**config.mk**
```make
export PLATFORM = sky130hd
export DESIGN_NAME = dual_clock_fifo_read_side
export DESIGN_NICKNAME = d
export VERILOG_FILES = /design/src/hdl/dual_clock_fifo_read_side.v
export VERILOG_INCLUDE_DIRS = /design/src /design/src/hdl
export SDC_FILE = /design/constraint.sdc
export NUM_CORES = 1
export LEC_CHECK = 0
export ABC_AREA = 1
export BUFFER_PORTS_ARGS = -buffer_cell sky130_fd_sc_hd__buf_2
export CAP_MARGIN = 40
export CORE_ASPECT_RATIO = 0.8
export CORE_UTILIZATION = 40
export CTS_CLUSTER_DIAMETER = 200
export CTS_CLUSTER_SIZE = 14
export DETAILED_ROUTE_END_ITERATION = 8
export GPL_ROUTABILITY_DRIVEN = 0
export REMOVE_ABC_BUFFERS = 1
export SLEW_MARGIN = 20
export SYNTH_ARGS = -nofsm -noshare
export SYNTH_HDL_FRONTEND = slang
export SYNTH_SLANG_ARGS = --single-unit
```
**constraint.sdc**
```tcl
create_clock -name mclk -period 4.8 [get_ports mclk]
set_input_delay 0.24 -clock mclk [delete_from_list [all_inputs] [get_ports mclk]]
set_output_delay 0.24 -clock mclk [all_outputs]
set_load 0.01 [all_outputs]
```
**src/hdl/fifo_read_side_consts.vh**
```
// Constants for the read side of the dual-pointer word FIFO.
// Assumes a 32-bit AXI4-Lite register bus with byte addresses.
`ifndef FIFO_READ_SIDE_CONSTS_VH
`define FIFO_READ_SIDE_CONSTS_VH

// Register byte offsets
`define OFS_CTRL 4'h0
`define OFS_THRESH 4'h4
`define OFS_INITVAL 4'h8
`define OFS_STATUS 4'hc

// Control fields
`define CTRL_FWFT 0
`define CTRL_RESET 32'h0000_0000

// Status fields
`define ST_EMPTY 0
`define ST_NEAR 1
`define ST_FAULT 2
`define ST_CNT_LSB 8

// Reset values
`define THRESH_RESET 32'h0000_0001
`define INITVAL_RESET 32'h0000_0000

// AXI responses
`define RESP_OKAY 2'h0
`define RESP_SLVERR 2'h2

`endif

```
**src/hdl/dual_clock_fifo_read_side.v**
```verilog
// Read side of a word FIFO whose pointers cross between domains,
// with request and fall-through output modes and a held output stage.
// Assumes writer and reader logic on mclk, registers over AXI4-Lite.
// Operation
// After first write into empty FIFO, empty drops 2-3 read cycles later.
// Fall-through mode shows first word when empty drops, no request.
// Near-empty compares word count to threshold; write effects lag 2-3 cycles.
// Read while empty is ignored; fault raised next cycle; output unchanged.
// Request mode: accepted read puts the removed word out one cycle later.
// Fall-through mode: read acknowledges shown word, next word replaces it.
// No request removes nothing; hold enable alone does not change output.
// Load-initial forces output register to initial value in either mode.
// Read with hold enable low keeps output, but word is still consumed.
// Flags assert at once; only de-assertion waits for synchronization.
// Fall-through mode adds one element of effective depth.
// Write pointer passes Gray-coded through two flip-flops to read side.
`timescale 1ns/1ps
`include "fifo_read_side_consts.vh"

module async_word_store #(
    parameter WIDTH = 32,
    parameter DEPTH = 4
) (
    // Clock and reset
    input wire clk,
    input wire rstn,
    // Fill side
    input wire wrValid,
    input wire [WIDTH-1:0] wrData,
    output wire wrReady,
    // Drain side
    output wire rdValid,
    input wire rdReady,
    output wire [WIDTH-1:0] rdData,
    output wire [$clog2(DEPTH):0] count
);
    localparam AW = $clog2(DEPTH);
    localparam [AW:0] FULL_CNT = DEPTH;

    function [AW:0] grayToBin;
        input [AW:0] g;
        integer i;
        begin
            grayToBin[AW] = g[AW];
            for (i = AW - 1; i >= 0; i = i - 1) begin
                grayToBin[i] = grayToBin[i + 1] ^ g[i];
            end
        end
    endfunction

    reg [WIDTH-1:0] mem [0:DEPTH-1];
    reg [AW:0] wrBin_reg;
    reg [AW:0] wrGray_reg;
    reg [AW:0] rdBin_reg;
    reg [AW:0] rdGray_reg;
    reg [AW:0] wrSyncA_reg;
    reg [AW:0] wrSyncB_reg;
    reg [AW:0] rdSyncA_reg;
    reg [AW:0] rdSyncB_reg;
    reg wrReady_reg;

    wire push = wrValid & wrReady_reg;
    wire pop = rdReady & rdValid;
    wire [AW:0] wrBin_next = wrBin_reg + {{AW{1'b0}}, push};
    wire [AW:0] rdBin_next = rdBin_reg + {{AW{1'b0}}, pop};
    wire [AW:0] wrSeen = grayToBin(wrSyncB_reg);
    wire [AW:0] rdSeen = grayToBin(rdSyncB_reg);

    // Count uses the local read pointer, so a pop empties at once while a
    // push only shows after the pointer has crossed over
    assign count = wrSeen - rdBin_reg;
    assign rdValid = |count;
    assign rdData = mem[rdBin_reg[AW-1:0]];
    assign wrReady = wrReady_reg;

    always @(posedge clk) begin
        if (push) begin
            mem[wrBin_reg[AW-1:0]] <= wrData;
        end
    end

    always @(posedge clk) begin
        if (!rstn) begin
            wrBin_reg <= {(AW+1){1'b0}};
            wrGray_reg <= {(AW+1){1'b0}};
            rdBin_reg <= {(AW+1){1'b0}};
            rdGray_reg <= {(AW+1){1'b0}};
            wrSyncA_reg <= {(AW+1){1'b0}};
            wrSyncB_reg <= {(AW+1){1'b0}};
            rdSyncA_reg <= {(AW+1){1'b0}};
            rdSyncB_reg <= {(AW+1){1'b0}};
            wrReady_reg <= 1'b1;
        end else begin
            wrBin_reg <= wrBin_next;
            wrGray_reg <= wrBin_next ^ (wrBin_next >> 1);
            rdBin_reg <= rdBin_next;
            rdGray_reg <= rdBin_next ^ (rdBin_next >> 1);
            wrSyncA_reg <= wrGray_reg;
            wrSyncB_reg <= wrSyncA_reg;
            rdSyncA_reg <= rdGray_reg;
            rdSyncB_reg <= rdSyncA_reg;
            // Full asserts on the push that fills; frees show late
            wrReady_reg <= (wrBin_next - rdSeen) != FULL_CNT;
        end
    end
endmodule // async_word_store

module dual_clock_fifo_read_side #(
    parameter WIDTH = 32,
    parameter DEPTH = 4
) (
    // Clock and reset
    input wire mclk,
    input wire rstn,
    // Fill stream
    input wire wrValid,
    input wire [WIDTH-1:0] wrData,
    output wire wrReady,
    // Read controls
    input wire rdReq,
    input wire holdEn,
    input wire loadInit,
    // Read outputs
    output wire [WIDTH-1:0] rdData,
    output wire emptyFlag,
    output wire nearEmptyFlag,
    output wire rdFault,
    // AXI4-Lite write address
    input wire [3:0] s_axi_awaddr,
    input wire s_axi_awvalid,
    output wire s_axi_awready,
    // AXI4-Lite write data
    input wire [31:0] s_axi_wdata,
    input wire [3:0] s_axi_wstrb,
    input wire s_axi_wvalid,
    output wire s_axi_wready,
    // AXI4-Lite write response
    output wire [1:0] s_axi_bresp,
    output wire s_axi_bvalid,
    input wire s_axi_bready,
    // AXI4-Lite read address
    input wire [3:0] s_axi_araddr,
    input wire s_axi_arvalid,
    output wire s_axi_arready,
    // AXI4-Lite read data
    output wire [31:0] s_axi_rdata,
    output wire [1:0] s_axi_rresp,
    output wire s_axi_rvalid,
    input wire s_axi_rready
);
    localparam AW = $clog2(DEPTH);

    function [31:0] mergeBytes;
        input [31:0] old;
        input [31:0] din;
        input [3:0] strb;
        integer b;
        begin
            mergeBytes = old;
            for (b = 0; b < 4; b = b + 1) begin
                if (strb[b]) begin
                    mergeBytes[b*8 +: 8] = din[b*8 +: 8];
                end
            end
        end
    endfunction

    // Configuration registers
    reg [31:0] ctrl_reg;
    reg [31:0] thresh_reg;
    reg [31:0] initVal_reg;
    reg faultSticky_reg;
    // Output stage
    reg [WIDTH-1:0] rdData_reg;
    reg outValid_reg;
    reg empty_reg;
    reg nearEmpty_reg;
    reg rdFault_reg;
    // Bus state
    reg awready_reg;
    reg wready_reg;
    reg bvalid_reg;
    reg [1:0] bresp_reg;
    reg arready_reg;
    reg rvalid_reg;
    reg [1:0] rresp_reg;
    reg [31:0] rdata_reg;
    reg [3:0] awaddr_reg;
    reg [31:0] wdata_reg;
    reg [3:0] wstrb_reg;

    wire storeValid;
    wire [WIDTH-1:0] storeData;
    wire [AW:0] storeCount;
    wire fwftMode = ctrl_reg[`CTRL_FWFT];

    // Read-side decisions
    reg storePop;
    reg loadWord;
    reg outValid_next;
    reg empty_next;
    reg [AW+1:0] level_next;
    reg [WIDTH-1:0] rdData_next;

    async_word_store #(
        .WIDTH(WIDTH),
        .DEPTH(DEPTH)
    ) store (
        .clk(mclk),
        .rstn(rstn),
        .wrValid(wrValid),
        .wrData(wrData),
        .wrReady(wrReady),
        .rdValid(storeValid),
        .rdReady(storePop),
        .rdData(storeData),
        .count(storeCount)
    );

    always @* begin
        if (fwftMode) begin
            // Output register is an extra slot, so depth grows by one
            outValid_next = storeValid | (outValid_reg & ~rdReq);
            storePop = storeValid & (~outValid_reg | rdReq);
            // Fall-through fill ignores hold enable; acknowledged refill obeys it
            loadWord = storePop & (~outValid_reg | holdEn);
            empty_next = ~outValid_next;
        end else begin
            outValid_next = 1'b0;
            storePop = rdReq & ~empty_reg & storeValid;
            loadWord = storePop & holdEn;
            empty_next = (storeCount - {{AW{1'b0}}, storePop}) == {(AW+1){1'b0}};
        end
        level_next = {1'b0, storeCount} - {{(AW+1){1'b0}}, storePop}
            + {{(AW+1){1'b0}}, outValid_next};
        if (loadInit) begin
            rdData_next = initVal_reg[WIDTH-1:0];
        end else if (loadWord) begin
            rdData_next = storeData;
        end else begin
            rdData_next = rdData_reg;
        end
    end

    always @(posedge mclk) begin
        if (!rstn) begin
            rdData_reg <= {WIDTH{1'b0}};
            outValid_reg <= 1'b0;
            empty_reg <= 1'b1;
            nearEmpty_reg <= 1'b1;
            rdFault_reg <= 1'b0;
        end else begin
            rdData_reg <= rdData_next;
            outValid_reg <= outValid_next;
            empty_reg <= empty_next;
            nearEmpty_reg <= {{(30-AW){1'b0}}, level_next} <= thresh_reg;
            rdFault_reg <= rdReq & empty_reg;
        end
    end

    // Write channel: address and data taken in either order, answered together
    wire doWrite = ~awready_reg & ~wready_reg & ~bvalid_reg;
    wire faultClr = doWrite && awaddr_reg == `OFS_STATUS && wstrb_reg[0]
        && wdata_reg[`ST_FAULT];

    always @(posedge mclk) begin
        if (!rstn) begin
            awready_reg <= 1'b1;
            wready_reg <= 1'b1;
            bvalid_reg <= 1'b0;
            bresp_reg <= `RESP_OKAY;
            awaddr_reg <= 4'h0;
            wdata_reg <= 32'h0000_0000;
            wstrb_reg <= 4'h0;
            ctrl_reg <= `CTRL_RESET;
            thresh_reg <= `THRESH_RESET;
            initVal_reg <= `INITVAL_RESET;
        end else begin
            if (s_axi_awvalid && awready_reg) begin
                awaddr_reg <= s_axi_awaddr;
                awready_reg <= 1'b0;
            end
            if (s_axi_wvalid && wready_reg) begin
                wdata_reg <= s_axi_wdata;
                wstrb_reg <= s_axi_wstrb;
                wready_reg <= 1'b0;
            end
            if (doWrite) begin
                bvalid_reg <= 1'b1;
                bresp_reg <= `RESP_OKAY;
                case (awaddr_reg)
                    `OFS_CTRL: begin
                        ctrl_reg <= mergeBytes(ctrl_reg, wdata_reg, wstrb_reg)
                            & 32'h0000_0001;
                    end
                    `OFS_THRESH: begin
                        thresh_reg <= mergeBytes(thresh_reg, wdata_reg, wstrb_reg);
                    end
                    `OFS_INITVAL: begin
                        initVal_reg <= mergeBytes(initVal_reg, wdata_reg, wstrb_reg);
                    end
                    `OFS_STATUS: begin
                        bresp_reg <= `RESP_OKAY;
                    end
                    default: begin
                        bresp_reg <= `RESP_SLVERR;
                    end
                endcase
            end
            if (bvalid_reg && s_axi_bready) begin
                bvalid_reg <= 1'b0;
                awready_reg <= 1'b1;
                wready_reg <= 1'b1;
            end
        end
    end

    // A fault in the clearing cycle survives the clear
    always @(posedge mclk) begin
        if (!rstn) begin
            faultSticky_reg <= 1'b0;
        end else if (rdReq && empty_reg) begin
            faultSticky_reg <= 1'b1;
        end else if (faultClr) begin
            faultSticky_reg <= 1'b0;
        end
    end

    // Read channel: one cycle from address to data
    always @(posedge mclk) begin
        if (!rstn) begin
            arready_reg <= 1'b1;
            rvalid_reg <= 1'b0;
            rresp_reg <= `RESP_OKAY;
            rdata_reg <= 32'h0000_0000;
        end else begin
            if (s_axi_arvalid && arready_reg) begin
                arready_reg <= 1'b0;
                rvalid_reg <= 1'b1;
                rresp_reg <= `RESP_OKAY;
                rdata_reg <= 32'h0000_0000;
                case (s_axi_araddr)
                    `OFS_CTRL: rdata_reg <= ctrl_reg;
                    `OFS_THRESH: rdata_reg <= thresh_reg;
                    `OFS_INITVAL: rdata_reg <= initVal_reg;
                    `OFS_STATUS: begin
                        rdata_reg[`ST_EMPTY] <= empty_reg;
                        rdata_reg[`ST_NEAR] <= nearEmpty_reg;
                        rdata_reg[`ST_FAULT] <= faultSticky_reg;
                        rdata_reg[`ST_CNT_LSB +: AW+1] <= storeCount;
                    end
                    default: rresp_reg <= `RESP_SLVERR;
                endcase
            end
            if (rvalid_reg && s_axi_rready) begin
                rvalid_reg <= 1'b0;
                arready_reg <= 1'b1;
            end
        end
    end

    assign rdData = rdData_reg;
    assign emptyFlag = empty_reg;
    assign nearEmptyFlag = nearEmpty_reg;
    assign rdFault = rdFault_reg;
    assign s_axi_awready = awready_reg;
    assign s_axi_wready = wready_reg;
    assign s_axi_bresp = bresp_reg;
    assign s_axi_bvalid = bvalid_reg;
    assign s_axi_arready = arready_reg;
    assign s_axi_rdata = rdata_reg;
    assign s_axi_rresp = rresp_reg;
    assign s_axi_rvalid = rvalid_reg;
endmodule // dual_clock_fifo_read_side

```
# ---- Word level (Yosys, flattened, before mapping)
# Memories as Yosys holds them, arrays and structs flattened. A register that Yosys moved wholly into a read port is not among the register bits.
# Cells that the tools add are included.
dict set report word_totals {
  mem_count 1
  register_bits 208
  mem_bits_rw 128
  in_bits 87
  out_inout_bits 77
}
dict set report op_classes {
  n_eq_ne 7
  n_addsub 7
  n_reduce_logical 28
  bitwise 28
  magnitude_cmp 1
  mux 17
}
# memory words width rd rd_ports_with_merged_regs wr line
set mem_list {}
lappend mem_list {store.mem 4 32 1 1 1 dual_clock_fifo_read_side.v:51} ;# reg [WIDTH-1:0] mem [0:DEPTH-1];
# cell count
set ops {}
lappend ops {{$mux 32} 2}
lappend ops {{$pmux 21 s2} 1}
lappend ops {{$le 4x32->1} 1}
lappend ops {{$reduce_and 3->1} 9}
lappend ops {{$eq 4x4->1 const B} 4}
lappend ops {{$pmux 3 s4} 1}
lappend ops {{$and 1x1->1} 11}
lappend ops {{$pmux 5 s2} 1}
lappend ops {{$logic_and 1x1->1} 9}
lappend ops {{$pmux 3 s3} 1}
lappend ops {{$eq 4x3->1 const B} 2}
lappend ops {{$logic_not 4->1} 2}
lappend ops {{$mux 1} 8}
lappend ops {{$not 1->1} 8}
lappend ops {{$reduce_or 4->1} 2}
lappend ops {{$add 3x1->3} 2}
lappend ops {{$mux 2} 3}
lappend ops {{$sub 3x3->3} 2}
lappend ops {{$xor 3x2->3} 2}
lappend ops {{$add 4x1->4} 1}
lappend ops {{$reduce_bool 2->1} 2}
lappend ops {{$reduce_or 2->1} 2}
lappend ops {{$sub 3x1->4} 1}
lappend ops {{$xor 1x1->1} 4}
lappend ops {{other kinds (5)} 7}

# ---- Logic depth before layout (Yosys ltp)
dict set report logic_depth {
  word_depth 9
  mapped_depth 21
}

# ---- Modules after synthesis
# Synthesis repeated with hierarchy kept, for this count alone.
dict set report hier_totals {
  cells_unflattened 1589
  hier_area_um2 13923.4
}
# mod seq_area_each_um2 n_inst cells_per_inst area_each_um2
set by_module_without_submodules {}
lappend by_module_without_submodules {dual_clock_fifo_read_side 3623.5 1 1152 7992.7}
lappend by_module_without_submodules {async_word_store 4304.1 1 437 5930.7}

# ---- Least setup slack after synthesis
# OpenSTA, ideal clock, no wires.
dict set report synth_path {
  path_kind {register to register}
  from {reg store.wrSyncB_reg[2]}
  to {reg nearEmpty_reg (netlist: nearEmptyFlag)}
  t_arrival_ps 3467
  slack_ps 1207
  stages_incl_launch_ff 20
  setup_time_ps 126
  required_time_ps 4674
  cell_sequence {dfxtp_1 > xor2_1 > xnor2_1 > ha_1 > inv_1 > fa_1 > nor2_1 > nand3_2 > nand2_1 > inv_1 > ha_1 > inv_1 > ha_1 > fa_1 > xor2_1 > ha_1 > nand3_1 > nor2_1 > nor3_1 > nand3_1}
}
dict set report synth_between {
  elab_chain_len 9
  word_cells_on_any_way 12
  classes_between {add/sub: 3; order compare: 1; mux: 2; bitwise: 5; reduce/logical: 1}
}
# element line
set synth_lines {}
lappend synth_lines {{from (decl)} dual_clock_fifo_read_side.v:57} ;# reg [AW:0] wrSyncB_reg;
lappend synth_lines {{from (signal assigned)} dual_clock_fifo_read_side.v:89} ;# wrSyncB_reg <= {(AW+1){1'b0}};
lappend synth_lines {{from (signal assigned)} dual_clock_fifo_read_side.v:99} ;# wrSyncB_reg <= wrSyncA_reg;
lappend synth_lines {{$xor 1x1->1 (2 in series)} dual_clock_fifo_read_side.v:46} ;# grayToBin[i] = grayToBin[i + 1] ^ g[i];
lappend synth_lines {{$sub 3x3->3 *} dual_clock_fifo_read_side.v:71} ;# assign count = wrSeen - rdBin_reg;
lappend synth_lines {{$reduce_or 3->1} dual_clock_fifo_read_side.v:72} ;# assign rdValid = |count;
lappend synth_lines {{$and 1x1->1 (on tied branches)} {dual_clock_fifo_read_side.v:230, dual_clock_fifo_read_side.v:224}}
lappend synth_lines {{$mux 1} dual_clock_fifo_read_side.v:221} ;# if (fwftMode) begin
lappend synth_lines {{$sub 3x1->4} dual_clock_fifo_read_side.v:234} ;# level_next = {1'b0, storeCount} - {{(AW+1){1'b0}}, storePop}
lappend synth_lines {{$add 4x1->4 *} dual_clock_fifo_read_side.v:235} ;# + {{(AW+1){1'b0}}, outValid_next};
lappend synth_lines {{$le 4x32->1 *} dual_clock_fifo_read_side.v:256} ;# nearEmpty_reg <= {{(30-AW){1'b0}}, level_next} <= thresh_reg;
lappend synth_lines {{to (signal assigned)} dual_clock_fifo_read_side.v:256}
lappend synth_lines {{to (decl)} dual_clock_fifo_read_side.v:177} ;# reg nearEmpty_reg;
# Mark *: on every way between the ends. The rest lies on a longest branch, timed or not.
# A chain may end at the register's enable or synchronous reset.

# ---- Worst setup path after layout
# Same ends and word-level chain as after synthesis.

==> flow_summary.json <==
{
  "wl_um": 34800,
  "cp.required_ps": 5210,
  "rows": 61,
  "leakage_nw": 7.28,
  "grt_use_total": 0.194,
  "period_needed_ps": 3870,
  "crit_cells": 19,
  "grt_pass1_wl_um": 54600,
  "yosysTopAreaCell": "dfxtp_1",
  "status": "finished clean",
  "holdPathStages": 3,
  "globalRouteOverflowTotal": 0,
  "core_um2": 34700,
  "drt_first_pass_iters": 6,
  "final_cell_mix": "314 x nand2_1, 239 x inv_1, 226 x nor2_1",
  "grt_pass1_vias": 10400,
  "synth_top_area_frac": 0.290,
  "clock_path_buffers": 3,
  "antenna_found_initial": 0,
  "postSynthAreaPerCell_um2": 8.61,
  "yosysSeqAreaShare": 0.563,
  "drcViolationCount": 0,
  "synthTopCellsByArea": "dfxtp_1 29%, edfxtp_1 27%, nand2_1 8.4%, inv_1 6.4%, nor2_1 6.0%",
  "ant_nets": 0,
  "dieArea_um2": 36000,
  "drt_iter0_drc": 653,
  "avgRoutedWirePerCell_um": 15.0,
  "synth-seq-cells": 332,
  "async_flop_share": 0,
  "clock_latency_ps": 550,
  "die_width_um": 212,
  "holdBufCountCts": 77,
  "dp_slack_ps": 897,
  "cp_common_cell": "ha_1",
  "largest_reg_flops": 128,
  "cts_tree": "yes",
  "period_share": 0.805,
  "critPathSlowestCell": "fa_1",
  "grt_max_degree": 86,
  "slew_headroom": 0.474,
  "htreeDepth": 1,
  "crit_family": "adder cells",
  "port_buffers": 161,
  "power_density_nw_per_um2": 344,
  "report.final.slew_viol_count": 0,
  "fill_cells": 3369,
  "clock_sinks": 332,
  "synth_cell_type_count": 40,
  "initial_core_util": 0.406,
  "viasPerCell": 4.74,
  "cp_cell_sequence": "xor2_1, xnor2_1, ha_1, inv_1, fa_1, nor2_1, nand3_2, nand2_1, inv_1, ha_1, inv_1, ha_1, fa_1, xor2_1, ha_1, nand3_1, nor2_1, nor3_1, nand3_1",
  "fmaxAchievable_ghz": 0.259,
  "worstPathArrival_ps": 4280,
  "rsz0062_at_grt": "false",
  "yosysWarnings": 0,
  "total_power_mw": 5.78,
  "syn_to_final_growth_pct": 19.1,
  "setup_violations": 0,
  "die_h_um": 170,
  "crit_path_start_kind": "register",
  "io_pins": 164,
  "critPathMaxStageDelay_ps": 520,
  "place_hpwl_um": 22200,
  "netlist_area_um2": 14100,
  "crit_type": "reg2reg",
  "cts_buffers": 27,
  "cp-end-kind": "register",
  "crit_fanout": 5,
  "path_buf_inv": 3,
  "synth_ff_type": "dfxtp_1",
  "clkTransAtPathRegs_ps": 70,
  "post_cts_buffers": 0,
  "vdd_drop_max_uv": 248,
  "post_route_cells_drive_above_1_share": 0.136,
  "fin_skew_ps": 11.6,
  "max_cap_violations": 0,
  "root_buffer": "clkbuf_16",
  "setup_ws_ps": 935,
  "cts_resized": 0,
  "final_common_cell": "nand2_1",
  "syn_inst": 1636,
  "tightest_slew_ps": 789,
  "finalHoldViolCount": 0,
  "utilization": 0.483,
  "synth_edf_count": 128,
  "nets": 1937,
  "vias": 11000,
  "hp-class": "in2reg",
  "worst_r2r_path_depth": 19,
  "diodes": 0
}
[tightest hold or removal path, delay by kind of cell]
kind	cells	cell delay [ps]
AO/OA/AOI/OAI	1	120
buffers and inverters	1	70
AND/OR/NAND/NOR	1	100
[synth_stat cells, types with 5 or more instances]
cell type  number
nand2_1       314
clkbuf_1       41
edfxtp_1      128
o221ai_1       26
o211ai_1       37
o21ai_1        13
nor3_1          7
a21oi_1       109
buf_2          26
inv_1         240
nand3_1        29
nor2_1        226
nand4_1         7
buf_1           6
buf_6          13
xnor2_1         7
xor2_1          5
nand3_2        25
ha_1           16
o21ai_0       129
dfxtp_1       204
[through the flow]
stage	hold WS, ps	setup TNS (ps)	cell area (um2)	std cells
after floorplan	333	-613	13600	1548
after global placement	392	0	15100	2193
after detailed placement	396	0	15200	2196
after CTS	4.37	0	16700	2315
after global routing	8.97	0	16800	2317
final	24.8	0	16800	2317
[power by group]
group,total (mW),internal (mW),switching (mW)
Sequential,3.14,3.07,0.0699
Combinational,0.600,0.239,0.362
Clock,2.03,1.07,0.965
Total,5.78,4.38,1.40
[area by class of cell]
| type | instances | area [um2] | share of cell area |
|---|---|---|---|
| flip-flops and latches | 332 | 7930 | 0.473 |
| multi-input cells | 971 | 4790 | 0.285 |
| repair buffers | 255 | 1790 | 0.107 |
| inverters | 245 | 921 | 0.0549 |
| clock buffers | 42 | 753 | 0.0449 |
| well taps | 472 | 591 | 0.0352 |
[logic make-up after synthesis]
logic type	Yosys count	synth area share
DFF	332	0.563
xor gates and xnor gates	12	0.00746
buffers and inverters	334	0.0990
AOI/OAI and AO/OA	322	0.130
adders and majority gates	18	0.0171
other	1	0.000266
and+or+nand+nor	617	0.184
[final timing paths]
kind | from | endpoint | slack (ps)
min reg2reg | store.wrGray_reg[1] | store.wrSyncA_reg[1] | 410
max reg2reg | store.wrSyncB_reg[2] | nearEmptyFlag | 930
max | store.wrSyncB_reg[2] | nearEmptyFlag | 930
min | s_axi_wdata[23] | wdata_reg[23] | 20
[per-layer routing]
metal	routed length, um	vias to the layer above	track usage	part of all wire
li1	-	5648	-	-
met1	16500	5085	0.259	0.47
met2	16400	194	0.334	0.47
met3	1210	47	0.0260	0.035
met4	692	0	0.0422	0.020
met5	0	-	0	0
Note: power is estimated with default switching activity, not from simulation.
